==> src/include/pdt_pkg.sv <==
// Package for the prescaled dual 8-bit timer block.
// Assumes one 100 MHz system clock that also serves as the source clock.
package pdt_pkg;

  // Counter width shared by the prescaler and both timers
  localparam int CNT_W = 8;

  // Values after reset
  localparam logic [7:0] PRE_RST = 8'hFF;
  localparam logic [7:0] T1_RST = 8'h01;
  localparam logic [7:0] T2_RST = 8'hFF;

  // Source clock divisions, in source clock cycles
  localparam int DIV_LO = 16;
  localparam int DIV_HI = 256;
  localparam int DIV_W = 8;
  localparam logic [7:0] DIV_LO_MASK = 8'h0F;
  localparam logic [7:0] DIV_HI_MASK = 8'hFF;

  // Second timer count source selection
  typedef enum logic [1:0] {
    PDT_SRC_DIV16 = 2'h0,
    PDT_SRC_DIV256 = 2'h1,
    PDT_SRC_PRE = 2'h2,
    PDT_SRC_WIDE = 2'h3
  } pdt_t2_src_t;

  // Prescaler source selection
  localparam logic PRE_SRC_DIV16 = 1'b0;
  localparam logic PRE_SRC_SUB = 1'b1;

endpackage : pdt_pkg

==> src/include/pdt_cnt_if.sv <==
// Interface joining the control logic to one reloadable down counter.
// Assumes the counter and its controller share sys_clk.
`timescale 1ns/1ps
interface pdt_cnt_if;
  logic count_en;
  logic wr_both;
  logic wr_latch;
  logic [7:0] wdata;
  logic [7:0] count;
  logic [7:0] latch;
  logic underflow;

  // Controller side
  modport ctl (
    output count_en, wr_both, wr_latch, wdata,
    input count, latch, underflow
  );
  // Counter side
  modport cnt (
    input count_en, wr_both, wr_latch, wdata,
    output count, latch, underflow
  );
endinterface : pdt_cnt_if

==> src/rtl/pdt_down_counter.sv <==
// Reloadable 8-bit down counter with its own latch.
// Assumes count_en is a one-cycle enable pulse on sys_clk.
`timescale 1ns/1ps
module pdt_down_counter #(
  parameter logic [7:0] RST_VAL = 8'hFF
) (
  input wire logic sys_clk, // System clock
  input wire logic arst_n, // Async reset, active low
  pdt_cnt_if.cnt bus // Control and status of this counter
);

  ////////////////////////////////////////////////////////////////////////
  // Underflow is the count pulse that finds the counter at zero; a
  // write of both latch and count in the same cycle takes priority and suppresses it
  assign bus.underflow = bus.count_en && (bus.count == 8'h00)
                         && !bus.wr_both;

  // Latch update on any write
  always_ff @(posedge sys_clk or negedge arst_n) begin
    if (!arst_n) begin
      bus.latch <= RST_VAL;
    end else if (bus.wr_both || bus.wr_latch) begin
      bus.latch <= bus.wdata;
    end
  end

  // Running count: load, reload or decrement
  always_ff @(posedge sys_clk or negedge arst_n) begin
    if (!arst_n) begin
      bus.count <= RST_VAL;
    end else if (bus.wr_both) begin
      bus.count <= bus.wdata;
    end else if (bus.underflow) begin
      bus.count <= bus.latch;
    end else if (bus.count_en) begin
      bus.count <= bus.count - 8'h01;
    end
  end

endmodule : pdt_down_counter

==> src/rtl/pdt_src_div.sv <==
// Free-running divider of the system source clock.
// Assumes sys_clk is the source clock; gives /16 and /256 enable pulses.
`timescale 1ns/1ps
module pdt_src_div (
  input wire logic sys_clk, // System clock
  input wire logic arst_n, // Async reset, active low
  output logic div16_pulse, // One cycle in 16
  output logic div256_pulse // One cycle in 256
);

  logic [pdt_pkg::DIV_W-1:0] div_cnt;

  ////////////////////////////////////////////////////////////////////////
  // Free-running count, never stopped
  always_ff @(posedge sys_clk or negedge arst_n) begin
    if (!arst_n) begin
      div_cnt <= '0;
    end else begin
      div_cnt <= div_cnt + 8'h01;
    end
  end

  // Pulses from the count, registered
  always_ff @(posedge sys_clk or negedge arst_n) begin
    if (!arst_n) begin
      div16_pulse <= 1'b0;
      div256_pulse <= 1'b0;
    end else begin
      div16_pulse <= (div_cnt & pdt_pkg::DIV_LO_MASK)
                     == pdt_pkg::DIV_LO_MASK;
      div256_pulse <= div_cnt == pdt_pkg::DIV_HI_MASK;
    end
  end

endmodule : pdt_src_div

==> src/rtl/pdt_timers.sv <==
// Shared prescaler with two 8-bit down-counting timers.
// Assumes all inputs are synchronous to sys_clk, writes are one-cycle
// strobes, and the sub crystal clock is slow against sys_clk.
//
// Notes on behaviour
// - Divide by latch value plus one
// - Decrement per count; underflow after zero
// - Underflow reloads from latch, keeps counting
// - Each timer underflow raises its interrupt request
// - Prescaler counts source/16 or sub crystal
// - Prescaler write loads latch and count
// - Prescaler read returns live count
// - Prescaler resets to all ones
// - Prescaler never halts
// - First timer counts prescaler output only
// - First timer write loads latch and count
// - First timer resets to one; reads count
// - First timer cannot be stopped
// - Second timer source: /16, /256, prescaler, wide
// - Write control picks both or latch only
// - Second timer read returns live count
// - Second timer resets to all ones
// - Stop bit one holds second timer
// - Valid bit lets underflow invert pin
// - Polarity zero starts high, one low
`timescale 1ns/1ps
module pdt_timers (
  input wire logic sys_clk, // System clock, 100 MHz
  input wire logic arst_n, // Async reset, active low
  input wire logic sub_crystal_clock, // Slow crystal clock, sampled
  input wire logic sixteen_bit_timer_uf, // Wide timer underflow pulse
  input wire logic pre_src_sel, // Prescaler source select
  input wire logic pre_wr, // Prescaler write strobe
  input wire logic [7:0] pre_wdata, // Prescaler write data
  output logic [7:0] pre_count, // Prescaler live count
  input wire logic t1_wr, // First timer write strobe
  input wire logic [7:0] t1_wdata, // First timer write data
  output logic [7:0] t1_count, // First timer live count
  output logic t1_irq, // First timer request pulse
  input wire logic [1:0] t2_src_sel, // Second timer source select
  input wire logic t2_wr_latch_only, // Write control: latch only
  input wire logic t2_stop, // Second timer count stop
  input wire logic t2_wr, // Second timer write strobe
  input wire logic [7:0] t2_wdata, // Second timer write data
  output logic [7:0] t2_count, // Second timer live count
  output logic t2_irq, // Second timer request pulse
  input wire logic tog_valid, // Toggle output valid
  input wire logic tog_pol, // Toggle polarity switch
  input wire logic tog_cfg_wr, // Strobe: valid or polarity written
  output logic toggle_output_pin_o, // Toggle pin level
  output logic toggle_output_pin_oe // Toggle pin drive enable
);

  ////////////////////////////////////////////////////////////////////////
  // Declarations

  logic div16_pulse;
  logic div256_pulse;
  logic sub_q;
  logic sub_q2;
  logic sub_pulse;
  logic pre_src_pulse;
  logic t2_src_pulse;
  logic toggle;
  pdt_pkg::pdt_t2_src_t t2_src;

  pdt_cnt_if pre_if ();
  pdt_cnt_if t1_if ();
  pdt_cnt_if t2_if ();

  ////////////////////////////////////////////////////////////////////////
  // Source clock division

  pdt_src_div u_src_div (
    .sys_clk(sys_clk),
    .arst_n(arst_n),
    .div16_pulse(div16_pulse),
    .div256_pulse(div256_pulse)
  );

  // Sub crystal edge detect; input taken as synchronous
  always_ff @(posedge sys_clk or negedge arst_n) begin
    if (!arst_n) begin
      sub_q <= 1'b0;
      sub_q2 <= 1'b0;
    end else begin
      sub_q <= sub_crystal_clock;
      sub_q2 <= sub_q;
    end
  end

  // One pulse per rising crystal edge
  assign sub_pulse = sub_q && !sub_q2;

  ////////////////////////////////////////////////////////////////////////
  // Prescaler

  assign pre_src_pulse = (pre_src_sel == pdt_pkg::PRE_SRC_SUB) ?
                         sub_pulse : div16_pulse;

  assign pre_if.count_en = pre_src_pulse;
  assign pre_if.wr_both = pre_wr;
  assign pre_if.wr_latch = 1'b0;
  assign pre_if.wdata = pre_wdata;

  pdt_down_counter #(
    .RST_VAL(pdt_pkg::PRE_RST)
  ) u_pre (
    .sys_clk(sys_clk),
    .arst_n(arst_n),
    .bus(pre_if)
  );

  assign pre_count = pre_if.count;

  ////////////////////////////////////////////////////////////////////////
  // First timer

  assign t1_if.count_en = pre_if.underflow;
  assign t1_if.wr_both = t1_wr;
  assign t1_if.wr_latch = 1'b0;
  assign t1_if.wdata = t1_wdata;

  pdt_down_counter #(
    .RST_VAL(pdt_pkg::T1_RST)
  ) u_t1 (
    .sys_clk(sys_clk),
    .arst_n(arst_n),
    .bus(t1_if)
  );

  assign t1_count = t1_if.count;

  ////////////////////////////////////////////////////////////////////////
  // Second timer

  assign t2_src = pdt_pkg::pdt_t2_src_t'(t2_src_sel);

  always_comb begin
    unique case (t2_src)
      pdt_pkg::PDT_SRC_DIV16: t2_src_pulse = div16_pulse;
      pdt_pkg::PDT_SRC_DIV256: t2_src_pulse = div256_pulse;
      pdt_pkg::PDT_SRC_PRE: t2_src_pulse = pre_if.underflow;
      pdt_pkg::PDT_SRC_WIDE: t2_src_pulse = sixteen_bit_timer_uf;
    endcase
  end

  assign t2_if.count_en = t2_src_pulse && !t2_stop;
  assign t2_if.wr_both = t2_wr && !t2_wr_latch_only;
  assign t2_if.wr_latch = t2_wr && t2_wr_latch_only;
  assign t2_if.wdata = t2_wdata;

  pdt_down_counter #(
    .RST_VAL(pdt_pkg::T2_RST)
  ) u_t2 (
    .sys_clk(sys_clk),
    .arst_n(arst_n),
    .bus(t2_if)
  );

  assign t2_count = t2_if.count;

  ////////////////////////////////////////////////////////////////////////
  // Interrupt requests

  always_ff @(posedge sys_clk or negedge arst_n) begin
    if (!arst_n) begin
      t1_irq <= 1'b0;
      t2_irq <= 1'b0;
    end else begin
      t1_irq <= t1_if.underflow;
      t2_irq <= t2_if.underflow;
    end
  end

  ////////////////////////////////////////////////////////////////////////
  // Toggle output

  always_ff @(posedge sys_clk or negedge arst_n) begin
    if (!arst_n) begin
      toggle <= 1'b1;
    end else if (tog_cfg_wr) begin
      toggle <= !tog_pol;
    end else if (tog_valid && t2_if.underflow) begin
      toggle <= !toggle;
    end
  end

  // Pin level and drive enable
  assign toggle_output_pin_o = toggle;
  assign toggle_output_pin_oe = tog_valid;
endmodule : pdt_timers
==> config.mk <==
export PLATFORM = sky130hd
export DESIGN_NAME = pdt_timers
export DESIGN_NICKNAME = d
export VERILOG_FILES = /design/src/include/pdt_pkg.sv /design/src/include/pdt_cnt_if.sv /design/src/rtl/pdt_down_counter.sv /design/src/rtl/pdt_src_div.sv /design/src/rtl/pdt_timers.sv
export SDC_FILE = /design/constraint.sdc
export NUM_CORES = 1
export LEC_CHECK = 0
export BUFFER_PORTS_ARGS = -buffer_cell sky130_fd_sc_hd__buf_4
export CAP_MARGIN = 20
export CORE_ASPECT_RATIO = 0.9
export CORE_MARGIN = 3
export CORE_UTILIZATION = 55
export CTS_CLUSTER_SIZE = 10
export DETAILED_ROUTE_END_ITERATION = 6
export GPL_ROUTABILITY_DRIVEN = 0
export GPL_TIMING_DRIVEN = 0
export PLACE_DENSITY_LB_ADDON = 0.12
export REMOVE_ABC_BUFFERS = 1
export SYNTH_ARGS = -nofsm -noshare
export SYNTH_HDL_FRONTEND = slang
export SYNTH_SLANG_ARGS = --single-unit
==> constraint.sdc <==
create_clock -name sys_clk -period 3.3 [get_ports sys_clk]
set_clock_uncertainty 0.2 [all_clocks]
set_input_delay 0.66 -clock sys_clk [delete_from_list [all_inputs] [get_ports sys_clk]]
set_output_delay 0.66 -clock sys_clk [all_outputs]
set_load 0.05 [all_outputs]
; After elaboration in Yosys (flattened, before gate mapping)
; Cells that the tools add are included.
[word_totals]
reg_bits = 63
inputBits = 39
output_inout_bits = 28
wordCells = 64
[classes]
add_sub_neg = 4
n_eq_ne = 5
mux = 13
n_reduce_logical = 28
[op_table]
columns = op, count
row1 = $mux 8, 9
row2 = $logic_not 8->1, 3
row3 = $sub 8x1->8 const B, 3
row4 = $logic_and 1x1->1, 11
row5 = $reduce_bool 3->1, 3
row6 = $add 8x1->8 const B, 1
row7 = $eq 8x8->1 const B, 1
row8 = $logic_not 1->1, 8
row9 = $eq 2x2->1 const B, 2
row10 = $eq 4x4->1 const B, 1
row11 = $pmux 1 s4, 1
row12 = $mux 1, 3
row13 = $eq 2x1->1 const B, 1
row14 = $logic_not 2->1, 1
row15 = $reduce_bool 2->1, 1
row16 = $logic_or 1x1->1, 1

; Longest topological paths before layout
[logic_depth]
word_depth = 12
ltp_mapped = 8
mapped_depth_nobuf = 7

; By module
; From an unflattened synthesis, not the netlist that was laid out.
[unflattened]
cells_unflattened = 301
hier_area_um2 = 3357.0
[by_module_without_submodules]
columns = mod, n_inst, cells_per_inst, area_each_um2, seq_area_each_um2
row1 = pdt_down_counter (u_pre), 1, 93, 924.6, 420.4
row2 = pdt_down_counter (u_t2), 1, 81, 918.4, 420.4
row3 = pdt_down_counter (u_t1), 1, 81, 900.9, 402.9
row4 = pdt_src_div, 1, 28, 381.6, 250.2
row5 = pdt_timers, 1, 18, 231.5, 126.4

; Worst setup path before layout
; Ideal clock, no wire load.
[synth_timing]
path_kind = input to register
from = input port pre_wr
to = register u_t1.bus.count[4]
setup_time_ns = 0.125
arrival_ns = 2.294
t_required_ns = 2.975
path_slack_ns = 0.681
path_stages = 6
n_path_buf = 1
cell_sequence = buf_4 > nor4b_4 > o211ai_4 > or4_1 > mux2_1 > mux2_2
[synth_between]
elab_chain_cells = 6
elab_cells_between_ends = 7
classes_between = 2 x mux / 5 x reduce/logical
[synth_rtl]
columns = item, line_no
row1 = from (decl), pdt_timers.sv:33  ; input wire logic pre_wr,
row2 = $logic_not 1->1 *, pdt_down_counter.sv:16  ; && !bus.wr_both;
row3 = $logic_and 1x1->1 *, pdt_down_counter.sv:16
row4 = $logic_and 1x1->1, pdt_down_counter.sv:15  ; assign bus.underflow = bus.count_en && (bus.count == 8'h00)
row5 = $logic_and 1x1->1, pdt_down_counter.sv:16
row6 = $mux 8, pdt_down_counter.sv:33  ; end else if (bus.underflow) begin
row7 = $mux 8, pdt_down_counter.sv:31  ; end else if (bus.wr_both) begin
row8 = to (signal assigned), pdt_down_counter.sv:32  ; bus.count <= bus.wdata;
row9 = to (signal assigned), pdt_down_counter.sv:34  ; bus.count <= bus.latch;
row10 = to (signal assigned), pdt_down_counter.sv:36  ; bus.count <= bus.count - 8'h01;
row11 = to (decl), pdt_cnt_if.sv:21  ; output count, latch, underflow
; Every way passes the cells marked *; elsewhere a longest branch is shown, timed or not.
; A chain may end at the register's enable or synchronous reset.

; Final worst setup path
[layout_timing]
from = register u_pre.bus.count[0]
to = register u_t2.bus.count[2]
[layout_between]
elab_chain_cells = 9
elab_cells_between_ends = 10
classes_between = 3 x mux / 7 x reduce/logical
[layout_rtl]
columns = item, line_no
row1 = from (decl), pdt_cnt_if.sv:21
row2 = from (signal assigned), pdt_down_counter.sv:32
row3 = from (signal assigned), pdt_down_counter.sv:34
row4 = from (signal assigned), pdt_down_counter.sv:36
row5 = $logic_not 8->1 *, pdt_down_counter.sv:15
row6 = $logic_and 1x1->1 *, pdt_down_counter.sv:15
row7 = $logic_and 1x1->1 *, pdt_down_counter.sv:16
row8 = $pmux 1 s4 *, pdt_timers.sv:140  ; unique case (t2_src)
row9 = $logic_and 1x1->1 *, pdt_timers.sv:148  ; assign t2_if.count_en = t2_src_pulse && !t2_stop;
row10 = $logic_and 1x1->1, pdt_down_counter.sv:15
row11 = $logic_and 1x1->1, pdt_down_counter.sv:16
row12 = $mux 8, pdt_down_counter.sv:33
row13 = $mux 8, pdt_down_counter.sv:31
row14 = to (signal assigned), pdt_down_counter.sv:32
row15 = to (signal assigned), pdt_down_counter.sv:34
row16 = to (signal assigned), pdt_down_counter.sv:36
row17 = to (decl), pdt_cnt_if.sv:21
; Marked as above.

==> results.cfg <==
[setup_path]
arrival_ns = 2.83
worstPathCellList = inv_1, ha_1, nor4b_4, o211a_1, o21ai_2, or4_1, a31oi_1
cp_max_fo = 13
crit_path_max_incr_delay_ns = 0.53
end_kind = flop
worstSetupPathType = reg -> reg
worst_setup_path_start_kind = flop
path_delay_family = compound AO/OA/AOI/OAI gates
critPathSlowestCell = o211a_1
crit_buf_inv = 1
cp.required_ns = 3.36

[clock_tree]
cts_resized = 0
cts.clk_slew.worst_paths_ns = 0.07
cts_setup_buffers = 0
htreeDepth = 3
worst_skew_pair.late_latency_ns = 0.34
root_buffer = clkbuf_8
numCtsBuffers = 9
cts_tree = done
cts_hold_buf = 0
cts.sink_count = 63
clk_path_buf_depth = 2

[sta]
fin_crit_sh_pct = 83.8
drv_slew = 0
rsz0062_at_grt = no
tightest_slew_ns = 0.772
relSlewSlack_pct = 48.5
tns_ns = 0
hold_viol_final = 0
timing.final.crit_period_ns = 2.76
final-setup-viol-count = 0
max_freq_mhz = 362

[detailed_routing]
dr.pass1.iters = 4
viasPerCell = 5.73
routed_wl_um = 7300
drtAntennaViolNets = 0
first_iter_violations = 195
routedWlPerCell_um = 15.6
vias = 2683
drc = 0

[die]
dieWidth_um = 87.8
die_y_um = 79.6
core_area_um2 = 5760
start_util_pct = 57.5
rows = 26
ioPinCount = 67
die_area_um2 = 6990

[logic_synthesis]
avgSynthCellArea_um2 = 10.0
synth_seq_area_share_pct = 48.9
ys_types = 56
synth_top_area_share_pct = 27.8
synth_seq_cells = 63
synth_cells = 330
synth_edf_count = 0
ys.flop_type = dfstp_2
synth.area.top_cells = dfstp_2 (28%), dfrtp_1 (21%), mux2_2 (5.8%)
ys_warn_count = 0
synth_top_cell_by_area = dfstp_2
synth_area_um2 = 3310
synth-async-reset-ratio_pct = 100

[power_and_ir_drop]
p_int_mw = 1.43
power_density_nw_per_um2 = 523
peakVddDrop_uv = 304
pwr-share-clk_pct = 31.4
p_sw_share_pct = 32.3
p_leak_nw = 1.76
p_comb_share_pct = 22.8
p_seq_share_pct = 45.8
power.switching_mw = 0.680

[layout]
drive_gt1_share_pct = 36.7
antenna_cells = 0
syn_to_final_growth_pct = 21.5
nNetsFinal = 437
final_core_util_pct = 69.9

[status]
status = finished clean

[grt]
track_usage_pct = 22.0
overflow = 0
grt_max_degree = 64
grt_pass1_wl_um = 11900
grt_pass1_vias = 2539
antenna_found_initial = 0

[place]
io_buffer_count = 66
dpl.hpwl_um = 5140

[job]
max_cap_violations = 0

[worst_hold_path]
hold_class = reg -> reg
[final cells by class]
class | count | area (µm²)
inverter | 25 | 93.8
sequential | 63 | 1620
tap | 70 | 87.6
multi-input combinational | 228 | 1530
fill | 453 | 1730
clock buffer | 10 | 138
timing repair buffer | 66 | 495
clock inverter | 6 | 60.1
[registers in the layout (all words and copies together) (netlist names), 8 cells and up]
| signal | count |
|---|---|
| u_t1.bus.latch | 8 |
| u_t2.bus.count | 8 |
| u_t2.bus.latch | 8 |
| u_src_div.div_cnt | 8 |
| u_t1.bus.count | 8 |
| u_pre.bus.latch | 8 |
| u_pre.bus.count | 8 |
[synthesized netlist by cell type (6+ instances only)]
library cell	number
dfstp_2	35
nand2_1	32
o21ai_0	32
dfrtp_1	28
inv_1	25
nor2_1	24
mux2_2	17
nand3_1	11
nor3_1	11
clkbuf_1	10
a21oi_1	7
o31ai_1	7
a211oi_1	6
a31oi_1	6
xnor2_1	6
[placed cells by master, fill, tap and decap left out, types with 3 or more instances in the layout]
master    synthesis  routed
mux2_2           17      17
nand3b_1          3       3
or3_1             5       5
nor2_1           24      24
ha_1              5       5
buf_4             2      66
nand2b_1          3       3
nand3_1          11      11
inv_1            25      25
a211oi_1          6       6
clkinv_2          0       3
nor3_1           11      11
clkbuf_8          0      10
nand2_1          32      32
a31oi_1           6       6
dfrtp_1          28      28
mux2i_1           4       4
xor2_1            5       5
xnor2_1           6       6
o21ai_0          32      32
dfstp_2          35      35
o31ai_1           7       7
a21oi_1           7       7
or4_1             3       3
[worst paths after layout]
| kind | from | to | slack [ns] | depth (start not counted) |
|---|---|---|---|---|
| setup reg to reg | u_pre.bus.count[0] | u_t2.bus.count[2] | 0.54 | 7 |
| max in group asynchronous | arst_n | u_t1.bus.count[3] | 2.20 | 1 |
| hold / removal | sub_q | sub_q2 | 0.18 | 0 |
| setup / recovery | u_pre.bus.count[0] | u_t2.bus.count[2] | 0.54 | 7 |
| min in group asynchronous | arst_n | t1_irq | 0.22 | 1 |
| hold reg to reg | sub_q | sub_q2 | 0.18 | 0 |
[power groups by stage]
stage	Combinational (mW)	Clock, mW	Sequential (mW)
2_1_floorplan	0.177	0	1.10
3_3_place_gp	0.472	0	0.970
3_5_place_dp	0.483	0	0.975
4_1_cts	0.484	0.680	0.962
5_1_grt	0.522	0.723	0.976
6_report	0.480	0.662	0.964
[per-stage QoR]
stage          total power [mW]  cell area [µm²]  hold WS, ns  setup slack (ns)  cells
2_1_floorplan              1.27             3240        0.146             0.781    316
6_report                   2.11             4030        0.179             0.535    468
3_5_place_dp               1.46             3830        0.167             0.269    452
3_3_place_gp               1.44             3830        0.152             0.299    452
5_1_grt                    2.22             4030        0.197             0.316    468
4_1_cts                    2.13             4030        0.180             0.516    468
[metal layers]
metal	up-vias	share of wire [%]	track usage, %
met5	-	0	0
met4	0	1.3	6.44
met3	9	6.5	6.81
met2	79	47	35.2
met1	1280	45	28.5
li1	1315	-	-
[kinds of logic after synthesis]
family	after synthesis	share of synthesized area (%)
AO/OA/AOI/OAI	83	17.0
XOR/XNOR	11	2.91
adder cells (fa/ha/maj)	5	1.89
buffers and inverters	39	4.91
flip-flops	63	48.9
multiplexers	22	7.33
AND/OR/NAND/NOR	107	17.1
No activity file was read; power rests on OpenSTA's default activity.
